===== src/i2crg_pkg.sv =====
`default_nettype none
package i2crg_pkg;
  // ==========================================
  // Register offsets.
  localparam logic [7:0] OFS_CLR_ABORT  = 8'h54;
  localparam logic [7:0] OFS_CLR_RXDONE = 8'h58;
  localparam logic [7:0] OFS_CLR_ACT    = 8'h5C;
  localparam logic [7:0] OFS_CLR_STOP   = 8'h60;
  localparam logic [7:0] OFS_CLR_START  = 8'h64;
  localparam logic [7:0] OFS_CLR_GCALL  = 8'h68;
  localparam logic [7:0] OFS_ENABLE     = 8'h6C;
  localparam logic [7:0] OFS_STATUS     = 8'h70;
  localparam logic [7:0] OFS_TXLEVEL    = 8'h74;
  localparam logic [7:0] OFS_ABORT_CAUSE = 8'h80;
  localparam logic [7:0] OFS_RAW_STATUS = 8'h90;
  // ==========================================
  // Raw interrupt status bit positions.
  localparam int RAW_RXFULL = 2;
  localparam int RAW_TXEMPTY = 4;
  localparam int RAW_ABORT  = 6;
  localparam int RAW_RXDONE = 7;
  localparam int RAW_ACT    = 8;
  localparam int RAW_STOP   = 9;
  localparam int RAW_START  = 10;
  localparam int RAW_GCALL  = 11;
  localparam int RAW_WIDTH  = 12;
  // ==========================================
  // Field positions, widths and reset values.
  localparam int CAUSE_WIDTH = 16;
  localparam int CAUSE_STARTBYTE = 9;
  localparam int STATUS_WIDTH = 7;
  localparam logic [6:0] STATUS_RESET = 7'h06;
  localparam logic [11:0] RAW_RESET = 12'h000;
  localparam logic ENABLE_RESET = 1'h0;
  localparam int ENABLE_DELAY = 2;
  // ==========================================
  // Signals from the serial core, same clock.
  typedef struct packed {
    logic rx_done;
    logic stop_seen;
    logic start_seen;
    logic general_call;
    logic startbyte_cause;
    logic slave_bulk_abort;
    logic tx_pop;
    logic controller_fsm_busy;
    logic target_fsm_busy;
    logic rx_full;
    logic rx_nonempty;
    logic rx_threshold;
  } i2crg_core_type;
  // Controls towards the serial core.
  typedef struct packed {
    logic internal_enable;
    logic tx_flush;
    logic rx_flush;
    logic rx_nack_request;
  } i2crg_ctrl_type;
endpackage
`default_nettype wire


===== src/i2crg_regs.sv =====
// Decided for this implementation: the APB register port.
`default_nettype none
// Behaviour
// - Abort-clear read clears raw abort bit, cause register, releases TX FIFO.
// - Start-byte cause bit clears one cycle then resets if cause persists.
// - While raw abort set, TX FIFO stays flushed and refuses writes.
// - Receive-done clear read clears raw bit 7.
// - Activity clear read clears bit only when neither controller nor target is busy.
// - Activity bit self-clears when disabled and quiet; clear read returns bit 8.
// - Stop-detect clear read clears raw bit 9.
// - Start-detect clear read clears raw bit 10.
// - General-call clear read clears raw bit 11.
// - Activity, TX-empty, RX-full are hardware cleared; others software cleared.
// - Enable bit 0 enables; zero disables and flushes both FIFOs; resets 0.
// - After disable, interrupt bits except RX-full stay until state machines are idle.
// - Disabled while sending: finish transfer, discard remaining TX data.
// - Disabled while receiving: stop after current byte, do not acknowledge.
// - With asynchronous clocks, enable changes act two cycles later.
// - Disable sets status bits 1,2 and clears bits 3,4.
// - Status 5,6 drop at idle when disabled; status raises no interrupt.
// - Status 6 target busy, 5 controller busy, 0 is their OR.
// - Status 4 RX FIFO full, 3 RX FIFO non-empty; reset zero.
// - Status 2 TX FIFO empty, 1 TX FIFO not full; reset one.
// - TX level counts entries, up on push, down on pop, resets zero.
// - TX level clears on disable, transmit abort or bulk abort.
module i2crg_regs
  import i2crg_pkg::*;
#(
  parameter int TX_DEPTH    = 8,
  parameter int TX_LVL_W    = 4,
  parameter int TX_THRESH   = 0,
  parameter bit ASYNC_CLOCK = 1'b1
) (
  // Clock and reset.
  input  wire logic                   mclk,
  input  wire logic                   nrst,
  // APB slave.
  input  wire logic [7:0]             paddr,
  input  wire logic                   psel,
  input  wire logic                   penable,
  input  wire logic                   pwrite,
  input  wire logic [31:0]            pwdata,
  output var  logic [31:0]            prdata,
  output logic                        pready,
  output var  logic                   pslverr,
  // Serial core side.
  input  wire i2crg_core_type         core,
  input  wire logic [CAUSE_WIDTH-1:0] abort_set,
  input  wire logic                   tx_push_valid,
  output logic                        tx_push_ready,
  output i2crg_ctrl_type              ctrl,
  // Bus clock pin.
  input  wire logic                   scl_in
);

  // ==========================================
  // APB decode.
  logic                   ctrl_en;
  logic                   internal_enable;
  logic [RAW_WIDTH-1:0]   raw;
  logic [CAUSE_WIDTH-1:0] cause;
  logic [TX_LVL_W-1:0]    level;
  logic [31:0]            rd_word;
  logic                   scl_meta;
  logic                   scl_sync;
  logic                   scl_prev;
  logic                   sb_cleared;

  wire setup  = psel & ~penable;
  wire acc    = psel & penable;
  wire rd_acc = acc & ~pwrite;
  wire wr_en  = acc & pwrite & (paddr == OFS_ENABLE);
  wire hit_cla = paddr == OFS_CLR_ABORT;
  wire hit_crd = paddr == OFS_CLR_RXDONE;
  wire hit_cac = paddr == OFS_CLR_ACT;
  wire hit_cst = paddr == OFS_CLR_STOP;
  wire hit_csa = paddr == OFS_CLR_START;
  wire hit_cgc = paddr == OFS_CLR_GCALL;
  wire hit_en  = paddr == OFS_ENABLE;
  wire hit_sta = paddr == OFS_STATUS;
  wire hit_lvl = paddr == OFS_TXLEVEL;
  wire hit_cau = paddr == OFS_ABORT_CAUSE;
  wire hit_raw = paddr == OFS_RAW_STATUS;
  wire mapped  = hit_cla | hit_crd | hit_cac | hit_cst | hit_csa
               | hit_cgc | hit_en | hit_sta | hit_lvl | hit_cau
               | hit_raw;

  // ==========================================
  // Core state and status word.
  wire busy_any = core.controller_fsm_busy | core.target_fsm_busy;
  wire idle_off = ~internal_enable & ~busy_any;
  wire scl_edge = scl_sync ^ scl_prev;
  wire abort_now = |abort_set;
  wire level_clr = ~internal_enable | raw[RAW_ABORT] | abort_now
                 | core.slave_bulk_abort;
  wire tx_full = level >= TX_LVL_W'(TX_DEPTH);
  wire push_ok = tx_push_valid & tx_push_ready;
  wire pop_ok  = core.tx_pop & (level != '0);
  wire [STATUS_WIDTH-1:0] status = {
    core.target_fsm_busy,
    core.controller_fsm_busy,
    core.rx_full & internal_enable,
    core.rx_nonempty & internal_enable,
    level == '0,
    ~tx_full,
    busy_any
  };

  // ==========================================
  // Read-to-clear strobes; a raw bit only clears if it read as one, the cause register on any read.
  wire clr_abort = rd_acc & hit_cla & prdata[0];
  wire clr_cause = rd_acc & hit_cla;
  wire clr_rxd   = rd_acc & hit_crd & prdata[0];
  wire clr_act   = rd_acc & hit_cac & prdata[0]
                 & ~busy_any;
  wire clr_stop  = rd_acc & hit_cst & prdata[0];
  wire clr_start = rd_acc & hit_csa & prdata[0];
  wire clr_gc    = rd_acc & hit_cgc & prdata[0];

  // ==========================================
  // Interrupt bits: hardware set wins over software clear.
  wire [RAW_WIDTH-1:0] hw_set = {
    core.general_call, core.start_seen, core.stop_seen,
    1'b0, core.rx_done, abort_now, 6'h00};
  wire [RAW_WIDTH-1:0] sw_clr = {
    clr_gc, clr_start, clr_stop, 1'b0, clr_rxd, clr_abort,
    6'h00};
  wire act_next = scl_edge | busy_any
                | (raw[RAW_ACT] & ~clr_act & ~idle_off);
  wire txe_next = (level <= TX_LVL_W'(TX_THRESH))
                & (internal_enable | busy_any);
  wire rxf_next = core.rx_threshold & internal_enable;

  genvar gi;
  generate
    for (gi = RAW_ABORT; gi < RAW_WIDTH; gi++) begin : g_raw
      if (gi != RAW_ACT) begin : g_sw
        always_ff @(posedge mclk or negedge nrst) begin
          if (!nrst) begin
            raw[gi] <= RAW_RESET[gi];
          end else begin
            raw[gi] <= hw_set[gi]
                     | (raw[gi] & ~sw_clr[gi] & ~idle_off);
          end
        end
      end
    end
    for (gi = 0; gi < RAW_ABORT; gi++) begin : g_hw
      if (gi == RAW_TXEMPTY || gi == RAW_RXFULL) begin : g_on
        always_ff @(posedge mclk or negedge nrst) begin
          if (!nrst) begin
            raw[gi] <= RAW_RESET[gi];
          end else begin
            raw[gi] <= (gi == RAW_TXEMPTY) ? txe_next : rxf_next;
          end
        end
      end else begin : g_off
        assign raw[gi] = 1'b0;
      end
    end
  endgenerate

  always_ff @(posedge mclk or negedge nrst) begin
    if (!nrst) begin
      raw[RAW_ACT] <= RAW_RESET[RAW_ACT];
    end else begin
      raw[RAW_ACT] <= act_next;
    end
  end

  // ==========================================
  // Abort cause register.
  generate
    for (gi = 0; gi < CAUSE_WIDTH; gi++) begin : g_cause
      if (gi == CAUSE_STARTBYTE) begin : g_sb
        always_ff @(posedge mclk or negedge nrst) begin
          if (!nrst) begin
            cause[gi] <= 1'b0;
          end else if (clr_cause) begin
            cause[gi] <= 1'b0;
          end else begin
            cause[gi] <= cause[gi] | abort_set[gi]
                       | (sb_cleared & core.startbyte_cause);
          end
        end
      end else begin : g_plain
        always_ff @(posedge mclk or negedge nrst) begin
          if (!nrst) begin
            cause[gi] <= 1'b0;
          end else begin
            cause[gi] <= abort_set[gi]
                       | (cause[gi] & ~clr_cause);
          end
        end
      end
    end
  endgenerate

  always_ff @(posedge mclk or negedge nrst) begin
    if (!nrst) begin
      sb_cleared <= 1'b0;
    end else begin
      sb_cleared <= clr_cause & cause[CAUSE_STARTBYTE];
    end
  end

  // ==========================================
  // Enable register and its delayed internal copy.
  always_ff @(posedge mclk or negedge nrst) begin
    if (!nrst) begin
      ctrl_en <= ENABLE_RESET;
    end else if (wr_en) begin
      ctrl_en <= pwdata[0];
    end
  end

  generate
    if (ASYNC_CLOCK) begin : g_async
      logic [ENABLE_DELAY-1:0] en_pipe;
      always_ff @(posedge mclk or negedge nrst) begin
        if (!nrst) begin
          en_pipe <= '0;
        end else begin
          en_pipe <= {en_pipe[ENABLE_DELAY-2:0], ctrl_en};
        end
      end
      assign internal_enable = en_pipe[ENABLE_DELAY-1];
    end else begin : g_sync
      assign internal_enable = ctrl_en;
    end
  endgenerate

  assign ctrl.internal_enable = internal_enable;
  assign ctrl.tx_flush = ~internal_enable
                       | raw[RAW_ABORT];
  assign ctrl.rx_flush = ~internal_enable;
  assign ctrl.rx_nack_request = ~internal_enable;

  // ==========================================
  // Bus clock pin synchroniser and edge finder.
  always_ff @(posedge mclk or negedge nrst) begin
    if (!nrst) begin
      scl_meta <= 1'b1;
      scl_sync <= 1'b1;
      scl_prev <= 1'b1;
    end else begin
      scl_meta <= scl_in;
      scl_sync <= scl_meta;
      scl_prev <= scl_sync;
    end
  end

  // ==========================================
  // Transmit level counter.
  assign tx_push_ready = internal_enable & ~raw[RAW_ABORT]
                       & ~abort_now & ~tx_full;

  always_ff @(posedge mclk or negedge nrst) begin
    if (!nrst) begin
      level <= '0;
    end else if (level_clr) begin
      level <= '0;
    end else if (push_ok && !pop_ok) begin
      level <= level + 1'b1;
    end else if (pop_ok && !push_ok) begin
      level <= level - 1'b1;
    end
  end

  // ==========================================
  // Read data, captured in the setup phase.
  assign rd_word =
      hit_cla ? {31'h0, raw[RAW_ABORT]}
    : hit_crd ? {31'h0, raw[RAW_RXDONE]}
    : hit_cac ? {31'h0, raw[RAW_ACT]}
    : hit_cst ? {31'h0, raw[RAW_STOP]}
    : hit_csa ? {31'h0, raw[RAW_START]}
    : hit_cgc ? {31'h0, raw[RAW_GCALL]}
    : hit_en  ? {31'h0, ctrl_en}
    : hit_sta ? {25'h0, status}
    : hit_lvl ? {{(32-TX_LVL_W){1'b0}}, level}
    : hit_cau ? {16'h0, cause}
    : hit_raw ? {20'h0, raw}
    : 32'h0;

  assign pready = penable;

  always_ff @(posedge mclk or negedge nrst) begin
    if (!nrst) begin
      prdata  <= 32'h0;
      pslverr <= 1'b0;
    end else if (setup) begin
      prdata  <= pwrite ? 32'h0 : rd_word;
      pslverr <= ~mapped;
    end
  end
endmodule
`default_nettype wire


===== config.mk =====
export PLATFORM = sky130hd
export DESIGN_NAME = i2crg_regs
export DESIGN_NICKNAME = d
export VERILOG_FILES = /design/src/i2crg_pkg.sv /design/src/i2crg_regs.sv
export SDC_FILE = /design/constraint.sdc
export NUM_CORES = 1
export LEC_CHECK = 0
export BUFFER_PORTS_ARGS = -buffer_cell sky130_fd_sc_hd__buf_2
export CAP_MARGIN = 20
export CORE_MARGIN = 5
export CORE_UTILIZATION = 48
export DETAILED_ROUTE_END_ITERATION = 8
export PLACE_DENSITY_LB_ADDON = 0.05
export SYNTH_ARGS = -nofsm -noshare
export SYNTH_HDL_FRONTEND = slang
export SYNTH_SLANG_ARGS = --single-unit

===== constraint.sdc =====
create_clock -name mclk -period 3.4 [get_ports mclk]
set_clock_uncertainty 0.15 [all_clocks]
set_input_delay 0.68 -clock mclk [delete_from_list [all_inputs] [get_ports mclk]]
set_output_delay 0.68 -clock mclk [all_outputs]
set_load 0.05 [all_outputs]

After elaboration in Yosys (flattened, before gate mapping)
Cells that the tools add are included. Widths: inputs -> output; s select.

Input port bits: 75. Word-level logic and storage cells: 185. Bits in registers: 68.

Order comparisons: 2. Add/subtract/negate cells: 2. Mux-type cells: 16. Reductions and logical operators: 8. Eq/ne operators: 11. Bitwise logic cells: 113.

Operators with widths (count): $mux 32 (11); $eq 8x7->1 const B (9); $and 1x1->1 (57); $or 1x1->1 (39); $eq 8x8->1 const B (2); $not 1->1 (16); $reduce_or 16->1 (1); $mux 12 (1); $mux 4 (3); $add 4x1->4 const B (1); $ge 4x4->1 const B (1); $le 4x1->1 const B (1); $logic_not 4->1 (1); $reduce_bool 4->1 (1); $sub 4x1->4 const B (1); $reduce_bool 3->1 (1); $logic_and 1x1->1 (2); $logic_not 1->1 (2); $mux 1 (1); $xor 1x1->1 (1).

Depth between registers and ports, before layout
Gate-level depths: netlist of run 1.

Depth in word-level cells: 13. Gate-level depth with buffers: 10.

Worst setup path before layout of run 1
Ideal clock, no wire load.

Path type: input port to flip-flop. From: in abort_set[6]. To: reg level[3]. Arrival: 2.797 ns. Slack: 0.331 ns. Buffers on the path: 0. Stages: 9. Path through: or4_1 -> or3_1 -> or3_1 -> ha_1 -> a21o_1 -> a21oi_1 -> nand2_1 -> mux2i_1 -> a21oi_1.

Cells in the longest elaborated chain, start to end: 8.

Ends and longest elaborated chain: from (decl) (line i2crg_regs.sv:48) `input wire logic [CAUSE_WIDTH-1:0] abort_set,`; $reduce_or 16->1 (*) (line i2crg_regs.sv:93) `wire abort_now = |abort_set;`; $not 1->1 (line i2crg_regs.sv:256) `& ~abort_now & ~tx_full;`; $and 1x1->1 (2 in a row) (line i2crg_regs.sv:256); $and 1x1->1 (line i2crg_regs.sv:97) `wire push_ok = tx_push_valid & tx_push_ready;`; $logic_and 1x1->1 / $logic_not 1->1 (equally long branches) (line i2crg_regs.sv:263, i2crg_regs.sv:265); $mux 4 / $logic_and 1x1->1 (equally long branches) (line i2crg_regs.sv:263, i2crg_regs.sv:265); $mux 4 / $reduce_bool 3->1 (equally long branches); to (signal assigned) (line i2crg_regs.sv:264) `level <= level + 1'b1;`; to (signal assigned) (line i2crg_regs.sv:266) `level <= level - 1'b1;`; to (decl) (line i2crg_regs.sv:62) `logic [TX_LVL_W-1:0] level;`.

Mark *: on every way between the ends. The rest lies on a longest branch, timed or not. A chain may end at the register's enable or synchronous reset.

Worst setup path after layout of run 1
From: in abort_set[10]. To: out tx_push_ready.

Cells in the longest elaborated chain, start to end: 4.

Ends and longest elaborated chain: $reduce_or 16->1 (line i2crg_regs.sv:93); $not 1->1 (line i2crg_regs.sv:256); $and 1x1->1 (2 in a row) (line i2crg_regs.sv:256); to (decl) (line i2crg_regs.sv:50) `output logic tx_push_ready,`.

No other way between the ends.

==> results of run 1 <==
==> worst min-delay path by stage <==
| stage | endpoint | from |
|---|---|---|
| 6_report | g_async.en_pipe[1] | g_async.en_pipe[0] |
| 5_1_grt | g_async.en_pipe[1] | g_async.en_pipe[0] |
| 4_1_cts | g_async.en_pipe[1] | g_async.en_pipe[0] |
| 3_5_place_dp | g_async.en_pipe[1] | g_async.en_pipe[0] |
| 3_3_place_gp | g_async.en_pipe[1] | g_async.en_pipe[0] |
| 2_1_floorplan | g_async.en_pipe[1] | g_async.en_pipe[0] |
==> critical path: stages <==
cell and delay (ns):
buf_2 0.11, nor4_1 0.34, nand3_1 0.17, or3_1 0.43
buf_4 0.16, nor2_1 0.09, buf_2 0.27
==> layout make-up <==
cell class | instances | area share, %
Tap cell | 72 | 2.83
Clock inverter | 3 | 2.16
Sequential cell | 52 | 40.9
Clock buffer | 5 | 2.16
Inverter | 7 | 0.824
Multi-Input combinational cell | 189 | 39.1
Timing Repair Buffer | 73 | 12.0
==> layout by cell type, fill, tap and decap left out, drive strengths merged, types with 2 or more instances in the layout <==
| master | count |
|---|---|
| o21ai | 9 |
| a211oi | 3 |
| nor4b | 2 |
| nor3 | 7 |
| a31o | 4 |
| nor2b | 6 |
| or2 | 3 |
| mux2i | 3 |
| a32oi | 3 |
| and2 | 2 |
| a32o | 6 |
| a311o | 2 |
| nor4 | 4 |
| a21o | 16 |
| nand4 | 2 |
| bufinv | 2 |
| or4 | 3 |
| nand3 | 8 |
| and3 | 3 |
| nor2 | 7 |
| buf | 73 |
| a22o | 5 |
| clkbuf | 5 |
| nor3b | 2 |
| xnor2 | 2 |
| ha | 2 |
| nand2b | 4 |
| conb | 16 |
| inv | 8 |
| a21oi | 11 |
| mux2 | 2 |
| dfrtp | 49 |
| a22oi | 7 |
| or3 | 5 |
| dfstp | 3 |
| nand2 | 22 |
==> power by group through the flow <==
stage	Sequential, uW	Combinational (uW)	Clock [uW]
finish	635	163	508
global route	636	177	543
CTS	635	163	518
detailed placement	647	162	0
global placement	647	163	0
floorplan	654	107	0
==> layer usage <==
layer | GRT usage (%) | wire length (um) | part of all wire [%]
met4 | 4.32 | 44 | 0.63
met1 | 28.9 | 3330 | 48
met2 | 29.5 | 3150 | 45
met5 | 0 | 0 | 0
met3 | 3.20 | 436 | 6.3
==> flip-flops by register name, indices dropped and copies added, names as in the netlist <==
| name | cells |
|---|---|
| prdata | 16 |
| cause | 16 |
| scl_prev | 1 |
| scl_meta | 1 |
| raw | 8 |
| scl_sync | 1 |
| level | 4 |
| pslverr | 1 |
| ctrl_en | 1 |
| sb_cleared | 1 |
| g_async.en_pipe | 2 |
==> synthesized netlist by cell type (2+ instances only) <==
master    count
nand4_1       2
a32oi_1       3
dfstp_2       3
a21oi_1      11
a21o_1       16
a311o_1       2
buf_4        19
nor2b_1       6
o21ai_0       8
a211oi_1      3
a32o_1        6
and3_1        3
or2_2         2
nand2_1      22
dfrtp_1      49
a22o_1        5
a22oi_1       7
inv_1         7
nor4_1        4
or3_1         5
nor3_1        7
nor2_1        7
nor3b_1       2
or4_1         2
mux2i_1       3
buf_2         5
ha_1          2
and2_1        2
mux2_2        2
nand2b_1      4
a31o_2        4
xnor2_1       2
nand3_1       8
clkbuf_1      6
==> logic make-up after synthesis <==
logic type | count (synthesis) | share of synthesized area [%]
AOI/OAI and AO/OA | 78 | 21.3
DFF | 52 | 48.1
xor gates and xnor gates | 3 | 0.969
buffers and inverters | 37 | 7.98
muxes | 5 | 1.94
adders and majority gates | 3 | 1.66
other | 1 | 0.138
and+or+nand+nor | 84 | 17.9
==> through the flow <==
step	cells	setup WS (ns)
floorplan	278	0.331
finish	401	0.322
CTS	401	0.254
global placement	393	0.0386
detailed placement	393	0.0319
global route	401	0.194
==> flow_metrics.py, run 1 <==
metrics = {
    "grt": {
        "antenna_found_initial": 0,
        "grt_pass1_wl_um": 11300,
        "grt_pass1_vias": 2189,
        "grt_usage_pct": 19.3,
        "overflow": 0,
        "grt_max_degree": 28,
    },
    "pwr": {
        "p_comb_share_pct": 12.5,
        "p_sw_uw": 337,
        "p_sw_share_pct": 25.8,
        "p_clk_share_pct": 38.9,
        "intPower_uw": 969,
        "p_leak_uw": 0.00141,
        "vdd_drop_max_mv": 0.261,
        "power_uw": 1310,
        "power_density_nw_per_um2": 410,
        "p_seq_share_pct": 48.6,
    },
    "timing": {
        "setup_viol": 0,
        "fin_crit_sh_pct": 90.5,
        "max_clock_freq_mhz": 325,
        "hold_viol": 0,
        "timing.hold.ws_ns": 0.208,
        "worst_slew_pin_slew_ns": 0.623,
        "slew_violations": 0,
        "fin_crit_ns": 3.08,
        "setup_tns_ns": 0,
        "slew-limit-headroom_pct": 58.5,
        "rsz0062_at_grt": "false",
    },
    "placement": {
        "io_buffers": 66,
        "place_hpwl_um": 5310,
        "place.gp.congestion": 0.946,
        "place_area_um2": 3050,
    },
    "cts": {
        "hold_buffers": 0,
        "cts_buffers": 5,
        "clockRootBuffer": "clkbuf_8",
        "post_cts_buffers": 0,
        "numClockSinks": 52,
        "insertion_delay_ns": 0.30,
        "clk_path_buf_depth": 2,
        "cts_tree": "done",
        "ctsResizeCount": 0,
        "htree_num_levels": 2,
        "clkSlewWorstSetupHoldPaths_ns": 0.09,
    },
    "finish": {
        "nNetsFinal": 406,
        "post_route_cells_drive_above_1_share_pct": 29.2,
        "final_cell_area_um2": 3190,
        "multi_input_area_um2": 1250,
        "post-route-util_pct": 57.9,
        "seqCellArea_um2": 1310,
        "nFillCells": 515,
        "num_antenna_cells": 0,
        "syn_to_final_growth_pct": 17.6,
    },
    "status": {
        "status": "complete, no violations",
    },
    "critical_path": {
        "r2r_setup_slack_ns": 0.81,
        "end_kind": "output port",
        "arrival_ns": 2.25,
        "crit_end": "tx_push_ready",
        "startpoint": "abort_set[10]",
        "r2r-start": "raw[6]",
        "r2r-end": "level[1]",
        "crit_path_start_kind": "input port",
        "critPathRequiredTime_ns": 2.57,
        "cp_max_fo": 2,
        "rr_worst_depth": 8,
        "path_class": "in2out",
    },
    "floorplan": {
        "io_pins": 114,
        "die_h_um": 85.2,
        "row_count": 27,
        "die_area_um2": 7250,
        "die_x_um": 85.2,
        "start_util_pct": 49.2,
        "coreArea_um2": 5510,
    },
    "hold_path": {
        "hold_class": "reg2reg",
        "whs_path_depth": 0,
    },
    "logic_synthesis": {
        "yosysTopAreaCellShare_pct": 45.2,
        "synth_warnings": 0,
        "ys_seq_elements": 52,
        "synthFlopType": "dfrtp_1",
        "synthTopCellsByArea": "dfrtp_1 (45%), buf_4 (5.3%), a21o_1 (4.4%)",
        "synth_area_um2": 2710,
        "synth-edff-count": 0,
        "async_flop_share_pct": 100,
        "synthDistinctLibCells": 58,
        "synth.avg_cell_area_um2": 10.3,
        "syn_inst": 263,
        "yosysSeqAreaShare_pct": 48.1,
        "synth_largest_area_cell": "dfrtp_1",
    },
    "drt": {
        "ant_nets": 0,
        "firstDrtPassIters": 6,
        "wirelength_um": 6960,
        "wl_per_cell_um": 17.4,
        "drc_errors": 0,
        "vias": 2237,
        "drtIter0Drc": 149,
        "drt-vias-per-instance": 5.58,
    },
    "flow_run": {
        "maxCapViolCount": 0,
    },
}
(Power assumes the default switching activity.)
==> inputs of run 2 (changes only) <==
- CORE_ASPECT_RATIO: not set -> 1.4
==> run 2 against run 1 <==
Against the previous run:
- flip-flop and latch count did not move
- final area fell by 1.9%
- die area rose by 0.30%
- first-iteration DRC count fell by 23%
- clock-buffer cell count did not move
- sequential share of layout area rose by 0.79 points
- hold slack improved by 0.0036 ns
- sequential power barely moved
- critical endpoint is now level[3]
==> flow_metrics.py, run 2 (synthesized netlist as in run 1, its figures left out) <==
metrics = {
    "critical_path": {
        "end_kind": "flop",
        "critPathRequiredTime_ns": 3.46,
        "critPathBufInv": 2,
        "path_class": "in2reg",
        "crit_path_start_kind": "input port",
        "path_delay_family": "simple AND/OR/NAND/NOR gates",
        "crit_chain": "buf_2 > nor4_1 > nand3_1 > or3_1 > or3_1 > buf_4 > ha_1 > a21oi_1 > nand2_1 > mux2i_1 > a21oi_1",
        "cp_max_fo": 3,
        "critPathSlowestCell": "or3_1",
        "max_stage_delay_ns": 0.46,
        "arrival_ns": 3.20,
    },
    "finish": {
        "syn_to_final_growth_pct": 15.4,
        "num_antenna_cells": 0,
        "final_cell_mix": "buf_2 (66), dfrtp_1 (49), nand2_1 (22), a21o_1 (16), conb_1 (16)",
        "final_common_cell": "buf_2",
        "nNetsFinal": 405,
        "reg_top3": "cause: 16 flops, prdata: 16 flops, raw: 8 flops",
        "post_route_cells_drive_above_1_share_pct": 29.0,
        "nFillCells": 492,
    },
    "pwr": {
        "power_density_nw_per_um2": 370,
        "power_uw": 1160,
        "vdd_drop_max_mv": 0.185,
        "p_leak_uw": 0.00138,
    },
    "cts": {
        "ctsResizeCount": 0,
        "hold_buffers": 0,
        "htree_num_levels": 2,
        "numClockSinks": 52,
        "cts_tree": "done",
        "insertion_delay_ns": 0.31,
        "clkSlewWorstSetupHoldPaths_ns": 0.10,
        "clockRootBuffer": "clkbuf_8",
        "cts_buffers": 5,
        "clk_path_buf_depth": 2,
        "post_cts_buffers": 0,
    },
    "floorplan": {
        "coreArea_um2": 5490,
        "start_util_pct": 49.4,
        "die_h_um": 98.9,
        "row_count": 32,
        "die_area_um2": 7270,
        "io_pins": 114,
        "die_x_um": 73.5,
    },
    "grt": {
        "antenna_found_initial": 0,
        "overflow": 0,
        "grt_pass1_vias": 2259,
        "grt_pass1_wl_um": 10800,
        "grt_usage_pct": 19.3,
        "grt_max_degree": 28,
    },
    "drt": {
        "vias": 2232,
        "ant_nets": 0,
        "drtIter0Drc": 115,
        "drc_errors": 0,
        "wl_per_cell_um": 17.3,
        "drt-vias-per-instance": 5.64,
        "firstDrtPassIters": 4,
        "wirelength_um": 6830,
    },
    "timing": {
        "fin_crit_sh_pct": 92.4,
        "hold_viol": 0,
        "setup_viol": 0,
        "fin_crit_ns": 3.14,
        "max_clock_freq_mhz": 318,
        "setup_tns_ns": 0,
        "finalWorstSetupSlack_ns": 0.259,
        "slew-limit-headroom_pct": 45.6,
        "rsz0062_at_grt": "false",
        "slew_violations": 0,
        "timing.hold.ws_ns": 0.211,
        "worst_slew_pin_slew_ns": 0.816,
    },
    "placement": {
        "place.gp.congestion": 0.901,
        "place_hpwl_um": 5310,
        "dpl_worst_slack_ns": -0.0949,
        "io_buffers": 66,
    },
    "flow_run": {
        "maxCapViolCount": 0,
    },
    "status": {
        "status": "complete, no violations",
    },
    "hold_path": {
        "hold_class": "reg2reg",
    },
}
[run 2: worst reg2reg max path, cell delays in order, from the launching register on]
cell	delay, ns
dfrtp_1	0.53
nand2b_1	0.13
or3_1	0.43
or3_1	0.39
buf_4	0.15
ha_1	0.31
a21oi_1	0.20
nand2_1	0.09
mux2i_1	0.15
a21oi_1	0.08
[run 2: through the flow]
stage | utilization, % | std cells | instance area [um^2]
floorplan | - | 278 | 2770
global placement | 55.4 | 388 | 3040
detailed placement | 55.4 | 388 | 3040
CTS | 57.0 | 396 | 3130
global route | 57.0 | 396 | 3130
finish | 57.0 | 396 | 3130
[run 2: cell type report]
| cell class | count | area, um^2 | share of cell area [%] |
|---|---|---|---|
| inverters | 7 | 26.3 | 0.840 |
| multi-input cells | 189 | 1250 | 39.8 |
| flip-flops and latches | 52 | 1310 | 41.7 |
| repair buffers | 72 | 375 | 12.0 |
| well taps | 68 | 85.1 | 2.72 |
| clock buffers | 5 | 68.8 | 2.20 |
| clock inverters | 3 | 21.3 | 0.680 |
[run 2: path summary, 6_finish.rpt]
kind / start / endpoint / slack (ns) / depth (start not counted)
setup / recovery: abort_set[1] / level[3] / 0.26 / 11
hold / removal: g_async.en_pipe[0] / g_async.en_pipe[1] / 0.21 / 0
setup reg to reg: g_async.en_pipe[1] / level[3] / 0.70 / 9
hold reg to reg: g_async.en_pipe[0] / g_async.en_pipe[1] / 0.21 / 0
max in group asynchronous: nrst / scl_prev / 2.07 / 2
min in group asynchronous: nrst / sb_cleared / 0.22 / 1
[run 2: power breakdown]
part           switching, uW  leakage [uW]  total, uW  internal [uW]
registers               6.95      0.000601        636            629
clock network            214     0.0000445        360            146
logic                    117      0.000733        161           43.9
[run 2: metal layers]
metal	GRT usage [%]	routed length (um)
met1	22.7	2650
met2	34.5	3640
met3	3.57	429
met4	6.14	118
met5	0	0
